$ cat src/inc/asc_consts.svh
// Register indices, field positions, reset values and timing counts
`ifndef ASC_CONSTS_SVH
`define ASC_CONSTS_SVH
`define ASC_IDX_RESULT 8'hF3
`define ASC_IDX_THR_FIRST 8'hF4
`define ASC_IDX_THR_LAST 8'hFB
`define ASC_IDX_CHSEL 8'hFC
`define ASC_IDX_CONV 8'hFD
`define ASC_IDX_IRQ 8'hFE
`define ASC_IDX_VECTOR 8'hFF
`define ASC_RST_CHSEL 8'h0F
`define ASC_RST_CONV 8'hA0
`define ASC_RST_IRQ 8'h07
`define ASC_RST_WORD_SEL 1'h1
`define ASC_BIT_RUN 0
`define ASC_BIT_REPEAT 1
`define ASC_BIT_ANALOG_ON 2
`define ASC_BIT_TIMER_TRIG 3
`define ASC_BIT_PIN_TRIG 4
`define ASC_BIT_DONE_FLAG 7
`define ASC_BIT_WINDOW_FLAG 6
`define ASC_BIT_DONE_MASK 5
`define ASC_BIT_WINDOW_MASK 4
`define ASC_LAST_CHANNEL 4'hF
`define ASC_SAMPLE_TICKS 5'h08
`define ASC_CONV_TICKS 5'h1C
`endif

$ cat src/inc/asc_pkg.sv
// Types shared by the converter sequencer control
package asc_pkg;
	typedef enum logic [1:0] {
		ASC_IDLE = 2'h0,
		ASC_SAMPLE = 2'h1,
		ASC_CONVERT = 2'h3
	} asc_fsm_t;

	typedef struct packed {
		logic analog_en;
		logic conv_tick;
		logic sample_hold;
		logic [3:0] channel;
		logic result_valid;
	} asc_conv_out_t;

	typedef struct packed {
		logic req;
		logic [2:0] level;
		logic word_sel;
	} asc_irq_out_t;

	typedef struct packed {
		asc_fsm_t fsm;
		logic [7:0] chsel;
		logic [7:0] conv;
		logic [7:0] irq;
		logic [5:0] vector;
		logic [3:0] wres;
		logic [3:0][9:0] thr;
		logic [3:0] div_cnt;
		logic [4:0] tick_cnt;
		logic [3:0] channel;
		logic trig_s1;
		logic trig_s2;
		logic trig_s3;
		logic trig_lvl;
		logic pready;
		logic pslverr;
		logic [31:0] prdata;
		asc_conv_out_t cout;
		asc_irq_out_t iout;
	} asc_state_t;
endpackage

$ cat src/core/asc_ctrl.sv
// Converter sequencer control with APB register access
// Operation
// - Autoscan from first_channel up to channel 15
// - First channel 15 converts only channel 15
// - Control register write restarts sequence
// - Pair code N gives A=N-1, B=N
// - Crossing sets window_flag and window_result
// - Threshold low byte bits 5:0 read zero
// - Divider codes give divide by 2 to 16
// - Enabled pin edge starts a sequence
// - Enabled timer event starts a sequence
// - Trigger sources are ORed together
// - Trigger sets run_request; single mode clears it
// - analog_on low idles converter logic
// - Single mode: one sequence per start
// - Repeat mode: sequences follow continuously
// - run_request write 1 starts, 0 stops
// - done_flag set at sequence end; writable
// - window_flag software-clearable; write 1 requests
// - done_irq_mask gates done request
// - window_irq_mask gates window request
// - irq_level presented with requests
// - Above upper or below lower sets result
// - Thresholds 10 bits, high and low byte
// - Window request first; vector_word_sel 0/1
//
// Our own choice: the APB register port.
`timescale 1ns/1ps
`include "asc_consts.svh"

module asc_ctrl (
	input wire logic clk,
	input wire logic srst,
	input wire logic [11:0] paddr,
	input wire logic psel,
	input wire logic penable,
	input wire logic pwrite,
	input wire logic [31:0] pwdata,
	output logic [31:0] prdata,
	output logic pready,
	output logic pslverr,
	input wire logic trigger_pin,
	input wire logic timer_event,
	input wire logic [9:0] conv_data,
	output asc_pkg::asc_conv_out_t conv_out,
	output asc_pkg::asc_irq_out_t irq_out
);

	asc_pkg::asc_state_t s_reg;
	asc_pkg::asc_state_t s_next;

	// Threshold slot for an index: 0 A lower, 1 B lower, 2 A upper, 3 B upper
	function automatic logic [1:0] thr_slot(input logic [7:0] idx);
		logic [7:0] rel;
		rel = idx - `ASC_IDX_THR_FIRST;
		thr_slot = rel[2:1];
	endfunction

	function automatic logic is_thr(input logic [7:0] idx);
		is_thr = (idx >= `ASC_IDX_THR_FIRST) && (idx <= `ASC_IDX_THR_LAST);
	endfunction

	logic [7:0] idx;
	logic mapped;
	logic wr_ok;
	logic rd_phase;
	logic [31:0] rd_val;
	logic restart;
	logic tick;
	logic pin_edge;
	logic trig_hit;
	logic conv_end;
	logic seq_end;
	logic [3:0] ch_a;
	logic [3:0] ch_b;
	logic [3:0] wset;
	logic [9:0] thr_val;
	logic win_pend;
	logic done_pend;

	assign prdata = s_reg.prdata;
	assign pready = s_reg.pready;
	assign pslverr = s_reg.pslverr;
	assign conv_out = s_reg.cout;
	assign irq_out = s_reg.iout;

	always_comb begin
		s_next = s_reg;
		idx = paddr[9:2];
		mapped = (paddr[11:10] == 2'h0) && (paddr[1:0] == 2'h0)
			&& (idx >= `ASC_IDX_RESULT);
		wr_ok = psel && penable && pwrite && s_reg.pready && mapped;
		rd_phase = psel && penable && !s_reg.pready;
		rd_val = 32'h0;
		thr_val = s_reg.thr[thr_slot(idx)];

		// Read multiplexer
		if (idx == `ASC_IDX_RESULT) begin
			rd_val[7:4] = s_reg.wres;
		end else if (is_thr(idx)) begin
			if (idx[0]) begin
				rd_val[7:6] = thr_val[1:0];
			end else begin
				rd_val[7:0] = thr_val[9:2];
			end
		end else if (idx == `ASC_IDX_CHSEL) begin
			rd_val[7:0] = s_reg.chsel;
		end else if (idx == `ASC_IDX_CONV) begin
			rd_val[7:0] = s_reg.conv;
		end else if (idx == `ASC_IDX_IRQ) begin
			rd_val[7:0] = s_reg.irq & 8'hF7;
		end else if (idx == `ASC_IDX_VECTOR) begin
			rd_val[7:0] = {s_reg.vector, s_reg.iout.word_sel, 1'b0};
		end

		// APB answer one cycle into the access phase
		s_next.pready = rd_phase;
		s_next.pslverr = rd_phase && !mapped;
		s_next.prdata = (rd_phase && !pwrite && mapped) ? rd_val : 32'h0;

		// Trigger pin synchroniser and stable level
		s_next.trig_s1 = trigger_pin;
		s_next.trig_s2 = s_reg.trig_s1;
		s_next.trig_s3 = s_reg.trig_s2;
		pin_edge = 1'b0;
		if (s_reg.trig_s2 == s_reg.trig_s3) begin
			s_next.trig_lvl = s_reg.trig_s3;
			pin_edge = s_reg.trig_lvl && !s_reg.trig_s3;
		end

		trig_hit = (pin_edge && s_reg.conv[`ASC_BIT_PIN_TRIG])
			|| (timer_event && s_reg.conv[`ASC_BIT_TIMER_TRIG]);

		// Register writes
		restart = 1'b0;
		if (wr_ok) begin
			if (idx == `ASC_IDX_RESULT) begin
				s_next.wres = pwdata[7:4];
			end else if (is_thr(idx)) begin
				// threshold write, low byte keeps 7:6
				if (idx[0]) begin
					s_next.thr[thr_slot(idx)][1:0] = pwdata[7:6];
				end else begin
					s_next.thr[thr_slot(idx)][9:2] = pwdata[7:0];
				end
			end else if (idx == `ASC_IDX_CHSEL) begin
				s_next.chsel = pwdata[7:0];
				restart = 1'b1;
			end else if (idx == `ASC_IDX_CONV) begin
				s_next.conv = pwdata[7:0];
				restart = 1'b1;
			end else if (idx == `ASC_IDX_IRQ) begin
				// software may set or clear flags
				s_next.irq = pwdata[7:0];
			end else if (idx == `ASC_IDX_VECTOR) begin
				s_next.vector = pwdata[7:2];
			end
		end

		tick = 1'b0;
		if (s_reg.conv[`ASC_BIT_ANALOG_ON] && s_reg.fsm != asc_pkg::ASC_IDLE) begin
			if (s_reg.div_cnt == {s_reg.conv[7:5], 1'b1}) begin
				s_next.div_cnt = 4'h0;
				tick = 1'b1;
			end else begin
				s_next.div_cnt = s_reg.div_cnt + 4'h1;
			end
		end else begin
			s_next.div_cnt = 4'h0;
		end

		// watched pair, A wraps to 15
		ch_b = s_reg.chsel[3:0];
		ch_a = ch_b - 4'h1;

		// Sequencer
		conv_end = 1'b0;
		seq_end = 1'b0;
		wset = 4'h0;
		if (tick) begin
			s_next.tick_cnt = s_reg.tick_cnt + 5'h1;
		end
		unique case (s_reg.fsm)
			asc_pkg::ASC_IDLE: begin
				s_next.tick_cnt = 5'h0;
				if (s_reg.conv[`ASC_BIT_RUN]
					&& s_reg.conv[`ASC_BIT_ANALOG_ON]) begin
					s_next.channel = s_reg.chsel[7:4];
					s_next.fsm = asc_pkg::ASC_SAMPLE;
				end
			end
			asc_pkg::ASC_SAMPLE: begin
				if (tick && s_reg.tick_cnt == `ASC_SAMPLE_TICKS - 5'h1) begin
					s_next.fsm = asc_pkg::ASC_CONVERT;
				end
			end
			asc_pkg::ASC_CONVERT: begin
				if (tick && s_reg.tick_cnt == `ASC_CONV_TICKS - 5'h1) begin
					conv_end = 1'b1;
					s_next.tick_cnt = 5'h0;
					if (s_reg.channel == `ASC_LAST_CHANNEL) begin
						seq_end = 1'b1;
						s_next.channel = s_reg.chsel[7:4];
						// repeat loops without a new start
						s_next.fsm = s_reg.conv[`ASC_BIT_REPEAT]
							? asc_pkg::ASC_SAMPLE : asc_pkg::ASC_IDLE;
					end else begin
						s_next.channel = s_reg.channel + 4'h1;
						s_next.fsm = asc_pkg::ASC_SAMPLE;
					end
				end
			end
			default: begin
				s_next.fsm = asc_pkg::ASC_IDLE;
			end
		endcase

		// window compare on the watched pair
		if (conv_end && s_reg.channel == ch_b) begin
			wset[3] = conv_data > s_reg.thr[3];
			wset[1] = conv_data < s_reg.thr[1];
		end
		if (conv_end && s_reg.channel == ch_a) begin
			wset[2] = conv_data > s_reg.thr[2];
			wset[0] = conv_data < s_reg.thr[0];
		end

		if (restart || !s_next.conv[`ASC_BIT_RUN]
			|| !s_next.conv[`ASC_BIT_ANALOG_ON]) begin
			s_next.fsm = asc_pkg::ASC_IDLE;
			s_next.tick_cnt = 5'h0;
			s_next.div_cnt = 4'h0;
			seq_end = 1'b0;
			conv_end = conv_end && !restart;
		end

		if (seq_end && !s_reg.conv[`ASC_BIT_REPEAT]) begin
			s_next.conv[`ASC_BIT_RUN] = 1'b0;
		end
		// trigger sets run_request, wins over clear
		if (trig_hit) begin
			s_next.conv[`ASC_BIT_RUN] = 1'b1;
		end

		// sticky result bits and window flag
		s_next.wres = s_next.wres | wset;
		if (wset != 4'h0) begin
			s_next.irq[`ASC_BIT_WINDOW_FLAG] = 1'b1;
		end
		if (seq_end) begin
			s_next.irq[`ASC_BIT_DONE_FLAG] = 1'b1;
		end
		s_next.irq[3] = 1'b0;

		win_pend = s_next.irq[`ASC_BIT_WINDOW_FLAG]
			&& s_next.irq[`ASC_BIT_WINDOW_MASK];
		done_pend = s_next.irq[`ASC_BIT_DONE_FLAG]
			&& s_next.irq[`ASC_BIT_DONE_MASK];
		s_next.iout.req = win_pend || done_pend;
		s_next.iout.level = s_next.irq[2:0];
		// window served first, done held pending
		if (win_pend) begin
			s_next.iout.word_sel = 1'b0;
		end else if (done_pend) begin
			s_next.iout.word_sel = 1'b1;
		end

		// Converter side outputs
		// analog enable follows analog_on
		s_next.cout.analog_en = s_next.conv[`ASC_BIT_ANALOG_ON];
		s_next.cout.conv_tick = tick;
		s_next.cout.sample_hold = s_next.fsm == asc_pkg::ASC_SAMPLE;
		s_next.cout.channel = s_next.channel;
		s_next.cout.result_valid = conv_end;
	end

	always_ff @(posedge clk) begin
		if (srst) begin
			s_reg <= '0;
			s_reg.fsm <= asc_pkg::ASC_IDLE;
			s_reg.chsel <= `ASC_RST_CHSEL;
			s_reg.conv <= `ASC_RST_CONV;
			s_reg.irq <= `ASC_RST_IRQ;
			s_reg.channel <= 4'h0;
			s_reg.trig_s1 <= 1'b1;
			s_reg.trig_s2 <= 1'b1;
			s_reg.trig_s3 <= 1'b1;
			s_reg.trig_lvl <= 1'b1;
			s_reg.iout.word_sel <= `ASC_RST_WORD_SEL;
		end else begin
			s_reg <= s_next;
		end
	end

endmodule

$ cat config.mk
export PLATFORM = sky130hd
export DESIGN_NAME = asc_ctrl
export DESIGN_NICKNAME = d
export VERILOG_FILES = /design/src/inc/asc_pkg.sv /design/src/core/asc_ctrl.sv
export VERILOG_INCLUDE_DIRS = /design/src /design/src/inc
export SDC_FILE = /design/constraint.sdc
export NUM_CORES = 1
export LEC_CHECK = 0
export ABC_AREA = 1
export BUFFER_PORTS_ARGS = -buffer_cell sky130_fd_sc_hd__buf_2
export CAP_MARGIN = 10
export CORE_AREA = 2 2 124 126
export DETAILED_ROUTE_END_ITERATION = 16
export DIE_AREA = 0 0 126 128
export PLACE_DENSITY = 0.68
export SKIP_CTS_REPAIR_TIMING = 1
export SYNTH_ARGS = -nofsm -noshare
export SYNTH_HDL_FRONTEND = slang
export SYNTH_SLANG_ARGS = --single-unit
$ cat constraint.sdc
create_clock -name clk -period 2.15 [get_ports clk]
set_input_delay 0.645 -clock clk [delete_from_list [all_inputs] [get_ports clk]]
set_output_delay 0.645 -clock clk [all_outputs]
set_load 0.02 [all_outputs]
Word level (Yosys, flattened, before mapping) --
Index checks and enable logic that the tools add are counted. W data, S select, Z words.
Word-level totals: bits in registers 136, output and inout port bits 47, input port bits 61
Cells by class: $add $sub $neg 5, bitwise gates (word level) 8, magnitude comparators 9, reductions and logical operators 51, multiplexer cells 66, equal/unequal tests 15
Operators with widths (number):
- $mux W40 | 3
- $bwmux W40 | 2
- $mux W61 | 1
- $mux W17 | 3
- $mux W8 | 6
- $demux W10 S2 | 2
- $eq A8 B8 Y1 const B | 5
- $mux W1 | 27
- $logic_and A1 B1 Y1 | 25
- $bmux W10 S2 | 1
- $gt A10 B10 Y1 | 2
- $lt A10 B10 Y1 | 2
- $mux W10 | 2
- $mux W6 | 3
- $pmux W9 S2 | 1
- $ge A8 B8 Y1 const B | 2
- $mux W4 | 4
- $mux W14 | 1
- $eq A4 B4 Y1 | 3
- $mux W2 | 6
- $mux W9 | 1
- $add A4 B1 Y4 const B | 2
- $le A8 B8 Y1 const B | 1
- $logic_not A1 Y1 | 8
- other kinds (27) | 41

Longest topological paths before layout --
Gate-level depths: netlist of the first run.
word-level depth 18, mapped depth 17

Least setup slack after synthesis of the first run --
Ideal clock, no wire load.
path type in2reg, start in paddr[3], end reg with a tool-made name, path slack 55 ps, arrival 1952 ps, library setup time 142 ps, required time 2008 ps, cell stages on the path 13, path through buf_2 nand2_1 nand2_1 nand2_1 nor2_4 nand2_2 clkinv_2 nand2_4 nor2_8 nand2_4 buf_6 nor2_1 a211oi_2
RTL lines:
- from (decl) | RTL line asc_ctrl.sv:34 | input wire logic [11:0] paddr,

==> run summary, run 1 <==
The flow ran to the end, and the final reports show no timing, DRC or antenna violations. The total track usage is 21.45%. The finished cells cover 0.007651 sq mm. The final net count came out at 1,081. Synthesis produced a netlist whose cell count is 871. Clock tree synthesis inserted a total of 9 buffers. The number of I/O port buffers is 59.

The clock transition time at the flip-flop clock pins of the worst setup and hold paths came out at 0.07 ns. The first-pass detailed-route iteration total is 5. The combinational family with the most area after synthesis is simple AND/OR/NAND/NOR gates. The global-route wire length before repair is 27.19 mm. The power per cell area came out at 539.7 mW/mm^2. The per-instance average area after synthesis came out at 7.534 sq um. The top flip-flop cell by instance count after synthesis is dfxtp_1.

The die width is 126 microns. In this run the worst setup path begins at paddr[8]. The share of the synthesized area in compound gates (AO/OA/AOI/OAI) came out at 19.39%. The min-delay analysis places its worst path in the category reg2reg. The DRC violation count after routing is 0. During synthesis, Yosys emitted a total of 0 warnings. The post-synthesis async set-or-reset flop share came out at 0%. The die area came out at 0.01613 sq mm.

The insertion delay of the later-clocked pin in the worst-skew pair is 0.36 ns. The portion of the post-synthesis area used by sequential elements came out at 33.56%. The first-iteration detailed-routing DRC count came out at 440. The starting utilization of the core area is 44.15%.

In this run the vertical extent of the chip is 128 microns. The critical path is of the in2reg type. The hold path depth came out at 1. The final worst clock skew is 0.004568 ns. In this run the number of H-tree levels came out at 3. The number of antenna violations at the first check in global routing came out at 0. The capturing element type of the critical path is a flop. The max-slew violation total from the final report is 0. Hold timing on the final database bottoms out at a slack of 0.4137 ns. The time the worst path needs with I/O delays and setup is 2.053 ns. The critical hold path startpoint is s_next[49]. Relative to the synthesized area, the layout overhead comes to 16.59%.

The placed instance area came out at 0.007276 sq mm. In the layout the commonest cells are 142 x nand2_1, 113 x inv_1, 108 x dfxtp_1. The synthesized design contains 110 register bits. The count of flip-flops with a built-in enable after synthesis came out at 0. Leaving out fill and tap cells, the most frequent cell in the layout is nand2_1. Summed over all nets, the half-perimeter wirelength after detailed placement is 13.28 mm. The buffer cell driving the clock tree root is clkbuf_16.

Across the VDD grid, the largest voltage drop is 0.4185 mV. The final antenna diode count came out at 0. Measured in cells, the most critical reg-to-reg path has a length of 14.

The global placement routability congestion is 0.9006. The worst setup path is launched from a primary input. TritonCTS built the clock tree. Across the whole layout, storage elements account for 0.002205 sq mm. The required arrival time at the worst endpoint is 2.37 ns. After detailed routing, the average wire length per cell comes to 14.85 microns. The fraction of layout instances using a drive strength above 1 is 23.54%.

Of the total synthesized cell area, the portion taken by AND, OR, NAND and NOR gates is 21.98%. The leakage power figure came out at 3.512 nW. The data arrival time at the worst-slack endpoint is 2.27 ns. The measured slew at the worst slew-check pin is 0.6273 ns. The count of antenna-violating nets left after detailed routing came out at 0. The total number of vias is 5,849.

The layout has 1,474 filler cells. The synthesized netlist devotes 1.602% of its cell area to XOR and XNOR gates. The maximum number of pins on one net before global-route repair is 39.

The headroom to the max-slew limit came out at 58.18%. The final-report setup violation count is 0. The setup check on the worst reg-to-reg path leaves a slack of 0.20 ns. The worst-path maximum fanout is 16. The synthesized-area fraction occupied by adder cells is 8.770%.

The total routed wirelength is 17.30 mm. The cell area after synthesis came out at 0.006563 sq mm. The multiplexer share of the synthesized area came out at 0.7626%. The deepest clock path buffer count came out at 2. The hold violation count in the final report is 0. For this design the top-level I/O count stands at 108. The placeable core area is 0.01486 sq mm. The via count of the first global-routing pass came out at 5,388. The cell row count came out at 45. The clock sink count came out at 110. The multi-input logic area is 0.003582 sq mm. For this run, the top clock speed supported by timing is 0.4870 GHz. Using the TritonRoute via totals, the vias-per-cell ratio works out to 5.021.

The number of distinct library cells after synthesis came out at 47. The remaining global-route overflow came out at 0. Of the available clock period, the critical path in the final layout requires 95.50%. Max-cap violations in this run came to 0.
==> final timing paths <==
check               end
max                flop
max reg2reg  irq_out[4]
min reg2reg  s_next[48]
min          s_next[48]
==> power breakdown <==
group	switching, mW	internal, mW	total (mW)
combinational	0.251	0.120	0.371
sequential	0.00264	2.04	2.05
clock	0.756	0.957	1.71
==> cell families after synthesis <==
kind of cell,count (synthesis)
multiplexers,5
AO/OA/AOI/OAI,182
other,1
buffers and inverters,189
AND/OR/NAND/NOR,326
flip-flops,110
XOR/XNOR,12
adder cells (fa/ha/maj),46
==> stage by stage <==
stage	TNS (ns)	total power [mW]	worst slack, ns	cells	util, %
after floorplan	0	2.330	0.05516	894	-
after global placement	-14.23	2.450	-0.2760	1147	48.95
after detailed placement	-14.19	2.455	-0.3054	1147	48.95
after CTS	0	4.148	0.06072	1161	50.94
after global routing	-0.3948	4.244	-0.03911	1165	51.47
final	0	4.129	0.09676	1165	51.47
==> layout make-up <==
| class | count | share of cell area (%) |
|---|---|---|
| Multi-Input combinational cell | 595 | 46.82 |
| Inverter | 122 | 6.002 |
| Clock buffer | 11 | 3.303 |
| Tap cell | 188 | 3.074 |
| Clock inverter | 3 | 0.5724 |
| Timing Repair Buffer | 136 | 11.41 |
| Sequential cell | 110 | 28.81 |
==> critical path, cell delays in order <==
cell and delay (ns):
buf_2 0.12, nand2_1 0.09, nor2_4 0.13, buf_4 0.13, inv_2 0.04, nor3_1 0.28, nand2_2 0.18, nor2_8 0.23
nand2_4 0.18, nor2_1 0.18, a211oi_2 0.05
==> cell usage after synthesis, drive strengths merged (3+ instances only) <==
library cell / n / area, sq um
or2: 5 / 31.28
nor2: 118 / 494.2
a31oi: 4 / 25.02
a21o: 3 / 22.52
mux2i: 5 / 50.05
xnor2: 6 / 52.55
nand3: 20 / 105.1
o22ai: 21 / 131.4
o21ai: 47 / 235.2
o21bai: 3 / 22.52
clkbuf: 16 / 60.06
a21oi: 46 / 230.2
a211oi: 43 / 483.0
xor2: 6 / 52.55
nand2: 154 / 625.6
o211ai: 4 / 30.03
nand4: 11 / 68.82
a221oi: 4 / 35.03
nor3: 14 / 90.09
ha: 46 / 575.6
inv: 120 / 450.4
dfxtp: 110 / 2202
buf: 51 / 391.6
==> routing by layer <==
metal / GRT usage, % / up-vias / routed length (microns)
met5: 0 / - / 0
met4: 8.403 / 0 / 419
met3: 4.090 / 30 / 1026
met2: 34.31 / 169 / 7791
met1: 28.71 / 2640 / 8061
li1: - / 3010 / -
(Power assumes the default switching activity.)
==> run 2, diff against run 1 <==
--- a/config.mk
+++ b/config.mk
@@ -12,7 +12,7 @@
 export CORE_AREA = 2 2 124 126
 export DETAILED_ROUTE_END_ITERATION = 16
 export DIE_AREA = 0 0 126 128
-export PLACE_DENSITY = 0.68
+export PLACE_DENSITY = 0.76
 export SKIP_CTS_REPAIR_TIMING = 1
 export SYNTH_ARGS = -nofsm -noshare
 export SYNTH_HDL_FRONTEND = slang
==> constraint.sdc (replaced) <==
create_clock -name clk -period 2.6 [get_ports clk]
set_input_delay 0.78 -clock clk [delete_from_list [all_inputs] [get_ports clk]]
set_output_delay 0.78 -clock clk [all_outputs]
set_load 0.02 [all_outputs]
==> run 2 against run 1 <==
Sequential cell count unchanged. Global-route usage fell by 0.96 points. Sequential power fell by 18%. Register-to-register slack better by 0.12 ns. Via count is 1.6% lower. Clock skew is 0.0024 ns higher. Design area decreased by 6.7%. Non-clock buffer count decreased by 64. Utilization is 3.4 points lower. Hold slack worse by 0.00063 ns. Highest routed layer unchanged.
==> run summary, run 2 (same netlist as run 1, synthesis figures left out) <==
The detail-routed via count per cell was 5.217 (+3.9%). The cell row count came out at 45 (unchanged). The final worst clock skew came out at 0.006938 ns (+0.002370 ns). The deepest clock path buffer count is 2 (unchanged). The starting utilization of the core area is 44.15% (unchanged). The final net count is 1,017 (-5.9%). The data arrival time at the worst-slack endpoint is 2.50 ns (+0.23 ns). The first-pass detailed-route iteration total came to 6 (+1).

The CTS tree is built. The power per cell area is 481.4 mW/mm^2 (-11%). The clock sink count is 110 (unchanged). Setup repair after global routing left no endpoint under its margin. The maximum number of pins on one net before global-route repair is 48 (+23%). The required arrival time at the worst endpoint came out at 2.83 ns (+0.46 ns). The number of antenna violations at the first check in global routing is 0 (unchanged). The clock transition time at the flip-flop clock pins of the worst setup and hold paths came to 0.07 ns (about the same). The vertical extent of the die came out at 128 microns (unchanged). The max-slew violation total from the final report is 0 (unchanged). The final routed wire length divided by cell count is 14.86 microns (about the same). The leakage power figure is 3.190 nW (-9.2%).

The sum of negative setup slack is 0 ns (unchanged). The insertion delay of the later-clocked pin in the worst-skew pair came out at 0.36 ns (about the same). The total power of the final layout came out at 3.438 mW (-17%).

The area growth from synthesis to layout is 8.808%. The hold violation count in the final report came to 0 (unchanged). The time the worst path needs with I/O delays and setup is 2.276 ns. The remaining global-route overflow was 0 (unchanged).

The first-iteration detailed-routing DRC count came out at 449 (+2.0%). The maximum clock frequency came out at 0.4394 GHz. The number of ports placed on the die boundary is 108 (unchanged). The peak supply drop came to 0.3239 mV (-23%). The final antenna diode count came to 0 (unchanged). The measured slew at the worst slew-check pin is 0.5887 ns (-0.03865 ns). The H-tree depth came out at 3 (unchanged). The headroom to the max-slew limit is 60.76% (+2.6 points). The global-route wire length before repair is 26.45 mm (-2.7%).

The worst hold slack across all endpoints was 0.4130 ns (-0.0006330 ns). The via count of the first global-routing pass came to 5,274 (-2.1%). The total CTS buffers was 9 (unchanged).

The final non-filler cell area is 0.007141 sq mm (-6.7%). The fraction of layout instances using a drive strength above 1 came out at 16.61% (-6.9 points). The startpoint-to-endpoint class of the critical path is reg2reg. The final-report setup violation count is 0 (unchanged). The total number of vias is 5,754 (-1.6%).

The final cycle utilization of the critical path is 87.53%. The worst setup path is launched from a flop. The buffer cell driving the clock tree root is clkbuf_16. The library cell used most frequently in the layout, excluding fill and tap cells, is nand2_1. The number of I/O port buffers came out at 59 (unchanged).

The die width is 126 microns (unchanged). The flow ran to the end, and the final reports show no timing, DRC or antenna violations. The worst-path maximum fanout is 7 (-9).

The tightest min-delay check is of the reg2reg type. The total track usage was 20.49% (-0.96 points). The library cells used most frequently in the layout, excluding fill and tap cells, are 145 x nand2_1, 113 x inv_1, 111 x nor2_1. The DRC violation count after routing came out at 0 (unchanged). The total routed wirelength came out at 16.39 mm (-5.3%). The placed instance area was 0.006825 sq mm (-6.2%). The HPWL after detailed placement is 12.53 mm (-5.6%). The die area is 0.01613 sq mm (unchanged).

The count of antenna-violating nets left after detailed routing is 0 (unchanged). The global placement routability congestion came out at 0.9210 (+2.3%). The worst setup path is captured at a flop. The number of maximum-capacitance constraint violations came out at 0 (unchanged). The placeable core area came to 0.01486 sq mm (unchanged).
==> run 2: cell types whose count changed in the layout (fill, tap and decap cells not counted), sizes merged <==
cell    before  now
inv        121  124
buf        136   72
clkbuf      11   10
==> run 2: worst paths after layout <==
kind,start,to,slack (ns),cells after the start
max,s_reg[138],irq_out[0],0.32,12
min,s_next[49],s_next[48],0.41,1
min reg2reg,s_next[49],s_next[48],0.41,1
max reg2reg,s_reg[138],irq_out[0],0.32,12
==> run 2: area by class of cell <==
cell class              instances  area [sq um]
fillers                      1445          7724
multi-input cells             595          3536
flip-flops and latches        110          2202
inverters                     122         459.2
repair buffers                 72         392.9
clock buffers                  10         239.0
well taps                     188         235.2
clock inverters                 6         76.32
==> run 2: metrics by stage <==
step	worst slack [ns]	std cells	util, %
floorplan	0.3702	894	-
global placement	0.1293	1087	45.92
detailed placement	0.09487	1087	45.92
CTS	0.3460	1103	48.04
global route	0.02519	1103	48.04
finish	0.3242	1103	48.04
==> run 2: power breakdown <==
group	leakage, nW	internal, mW	switching [mW]
logic	2.15	0.0781	0.195
clock network	0.156	0.794	0.680
registers	0.888	1.69	0.00243
total	3.19	2.56	0.878
==> run 2: worst max-delay path, cell delays in order (launching register included) <==
cell and delay, ns:
dfxtp_1 0.36, inv_1 0.09, ha_1 0.30, nor2_1 0.27
nand4_1 0.27, nor2_1 0.29, nand3_1 0.15, nand2_1 0.08
nor2_1 0.06, nand2_1 0.06, nand2_1 0.07, nand2_1 0.09
nand2_1 0.06
==> run 2: metal layers <==
metal / track usage (%) / vias up / part of all wire [%]
li1: - / 2887 / -
met1: 27.51 / 2614 / 45
met2: 32.54 / 217 / 44
met3: 3.172 / 36 / 7.0
met4: 9.438 / 0 / 3.4
met5: 0 / - / 0
==> run 3, diff against run 2 <==
==> constraint.sdc (replaced) <==
create_clock -name clk -period 2.6 [get_ports clk]
set_input_delay 0.13 -clock clk [delete_from_list [all_inputs] [get_ports clk]]
set_output_delay 0.13 -clock clk [all_outputs]
set_load 0.02 [all_outputs]
==> run 3 against run 2 <==
Non-clock buffer count decreased by 11. Sequential cell count is the same. Hold slack got worse by 0.34 ns. Largest cell class unchanged. Combinational power decreased by 2%.
==> run summary, run 3 (same netlist as run 1, synthesis figures left out) <==
The minimum setup slack after placement is 0.4485 ns (+0.3537 ns). The final cycle utilization of the critical path came out at 85.35% (-2.2 points). The HPWL after detailed placement is 12.33 mm (-1.6%). Leaving out fill and tap cells, the most frequent cells in the layout are 145 x nand2_1, 113 x inv_1, 111 x nor2_1.

The final net count is 1,006 (-1.1%). The CTS tree is built. The sum of negative setup slack is 0 ns (unchanged). The total track usage is 20.30% (-0.19 points). The number of maximum-capacitance constraint violations came out at 0 (unchanged).

The DRC violation count after routing came out at 0 (unchanged). The number of ports placed on the die boundary came out at 108 (unchanged). The startpoint-to-endpoint class of the critical path is reg2reg. The clock transition time at the flip-flop clock pins of the worst setup and hold paths was 0.07 ns (about the same).

The die width was 126 microns (unchanged). The first-iteration detailed-routing DRC count came out at 482 (+7.3%). The remaining global-route overflow is 0 (unchanged). The flow ran to the end, and the final reports show no timing, DRC or antenna violations. The final antenna diode count came out at 0 (unchanged). The final worst clock skew came out at 0.01285 ns (+0.005912 ns). The vertical extent of the die is 128 microns (unchanged). The worst reg2reg path depth was 9 (-3). STA classifies the critical path endpoint as a flop. The peak supply drop is 0.3631 mV (+12%). The max-slew violation total from the final report came out at 0 (unchanged).

The via count of the first global-routing pass is 5,225 (-0.93%). The cell row count is 45 (unchanged). The final-report setup violation count is 0 (unchanged). The startpoint class of the critical path is a flop. The fraction of layout instances using a drive strength above 1 was 15.38% (-1.2 points). The measured slew at the worst slew-check pin is 0.8669 ns (+0.2783 ns).

The global placement routability congestion came out at 0.9263 (+0.58%). The clock sink count is 110 (unchanged). The H-tree depth was 3 (unchanged). The placed instance area is 0.006735 sq mm (-1.3%). The leakage power figure is 3.110 nW (-2.5%). The starting utilization of the core area is 44.15% (unchanged). The final routed wire length divided by cell count came out at 14.93 microns (+0.47%).

The data arrival time at the worst-slack endpoint came out at 2.50 ns (about the same). The instance count after placement with tap cells included came to 1,075 (-1.1%). The deepest clock path buffer count came out at 2 (unchanged). The power per cell area is 466.8 mW/mm^2 (-3.0%). The fraction of the core area covered by cells at the end of the flow is 47.23% (-0.81 points). The root buffer cell chosen for the clock tree is clkbuf_16.

The headroom to the max-slew limit came out at 41.67% (-19 points). The detail-routed via count per cell is 5.264 (+0.90%). The total routed wirelength was 16.30 mm (-0.53%). The total power of the final layout is 3.277 mW (-4.7%). The final worst slack came out at 0.3809 ns (+0.05674 ns). The worst stage delay on the critical path was 0.36 ns (about the same).

The required arrival time at the worst endpoint came out at 2.88 ns (+0.05 ns). The non-filler instance count after layout is 1,092 (-1.0%). The first-pass detailed-route iteration total came out at 5 (-1). Setup repair after global routing left no endpoint under its margin.

The critical path goes through inv_1 -> ha_1 -> nor2_1 -> nand4_1 -> nand2_1 -> nand2_1 -> nor2_1 -> o21ai_0 -> a31oi_1. The largest individual stage delay along the critical path comes from the cell dfxtp_1. The library cell used most frequently in the layout, excluding fill and tap cells, is nand2_1.

The insertion delay of the later-clocked pin in the worst-skew pair was 0.36 ns (about the same). The hold violation count in the final report is 0 (unchanged). The total CTS buffers is 9 (unchanged). The min-delay analysis places its worst path in the category in2reg. The worst-path maximum fanout is 8 (+1).

The total number of vias was 5,748 (-0.10%). The placeable core area came out at 0.01486 sq mm (unchanged). The hold path depth came out at 3 (+2). The worst hold slack across all endpoints is 0.07286 ns (-0.3402 ns). The maximum number of pins on one net before global-route repair was 54 (+13%). The time the worst path needs with I/O delays and setup came out at 2.219 ns (-0.05674 ns).

The final-layout fill cell count came out at 1,427 (-1.2%). The number of antenna violations at the first check in global routing came out at 0 (unchanged). The maximum clock frequency is 0.4506 GHz (+2.6%).

The number of I/O port buffers is 59 (unchanged). The count of antenna-violating nets left after detailed routing came to 0 (unchanged). The final non-filler cell area is 0.007020 sq mm (-1.7%).

The area added between synthesis and finish came out at 6.978%. The global-route wire length before repair is 26.26 mm (-0.73%). The die area is 0.01613 sq mm (unchanged).
==> run 3: area by class of cell <==
| cell class | instances | area [sq um] | area share [%] |
|---|---|---|---|
| Timing Repair Buffer | 61 | 312.8 | 4.456 |
| Multi-Input combinational cell | 595 | 3536 | 50.37 |
| Clock inverter | 6 | 46.29 | 0.6594 |
| Sequential cell | 110 | 2202 | 31.37 |
| Inverter | 122 | 459.2 | 6.541 |
| Tap cell | 188 | 235.2 | 3.351 |
| Clock buffer | 10 | 229.0 | 3.261 |
==> run 3: path summary, 6_finish.rpt <==
path | from | endpoint | slack, ns
min | penable | pready | 0.07
max | s_reg[138] | conv_out[4] | 0.38
max reg2reg | s_reg[138] | conv_out[4] | 0.38
min reg2reg | s_next[49] | s_next[48] | 0.42
==> run 3: worst max-delay path: cells and delay by family (launching register included) <==
family,cells,cell delay [ns]
AND/OR/NAND/NOR,5,1.08
flip-flops,1,0.36
AO/OA/AOI/OAI,2,0.30
adder cells (fa/ha/maj),1,0.29
buffers and inverters,1,0.10
==> run 3: metal layers <==
metal	vias up	track usage (%)	part of all wire (%)
li1	2869	-	-
met2	243	31.63	43
met4	0	10.15	4.1
met5	-	0	0
met3	46	2.880	8.0
met1	2590	27.61	45
==> run 3: power by group <==
group	internal (mW)	total, mW	switching (mW)
Clock	0.656	1.32	0.662
Combinational	0.0725	0.268	0.196
Sequential	1.69	1.69	0.00215
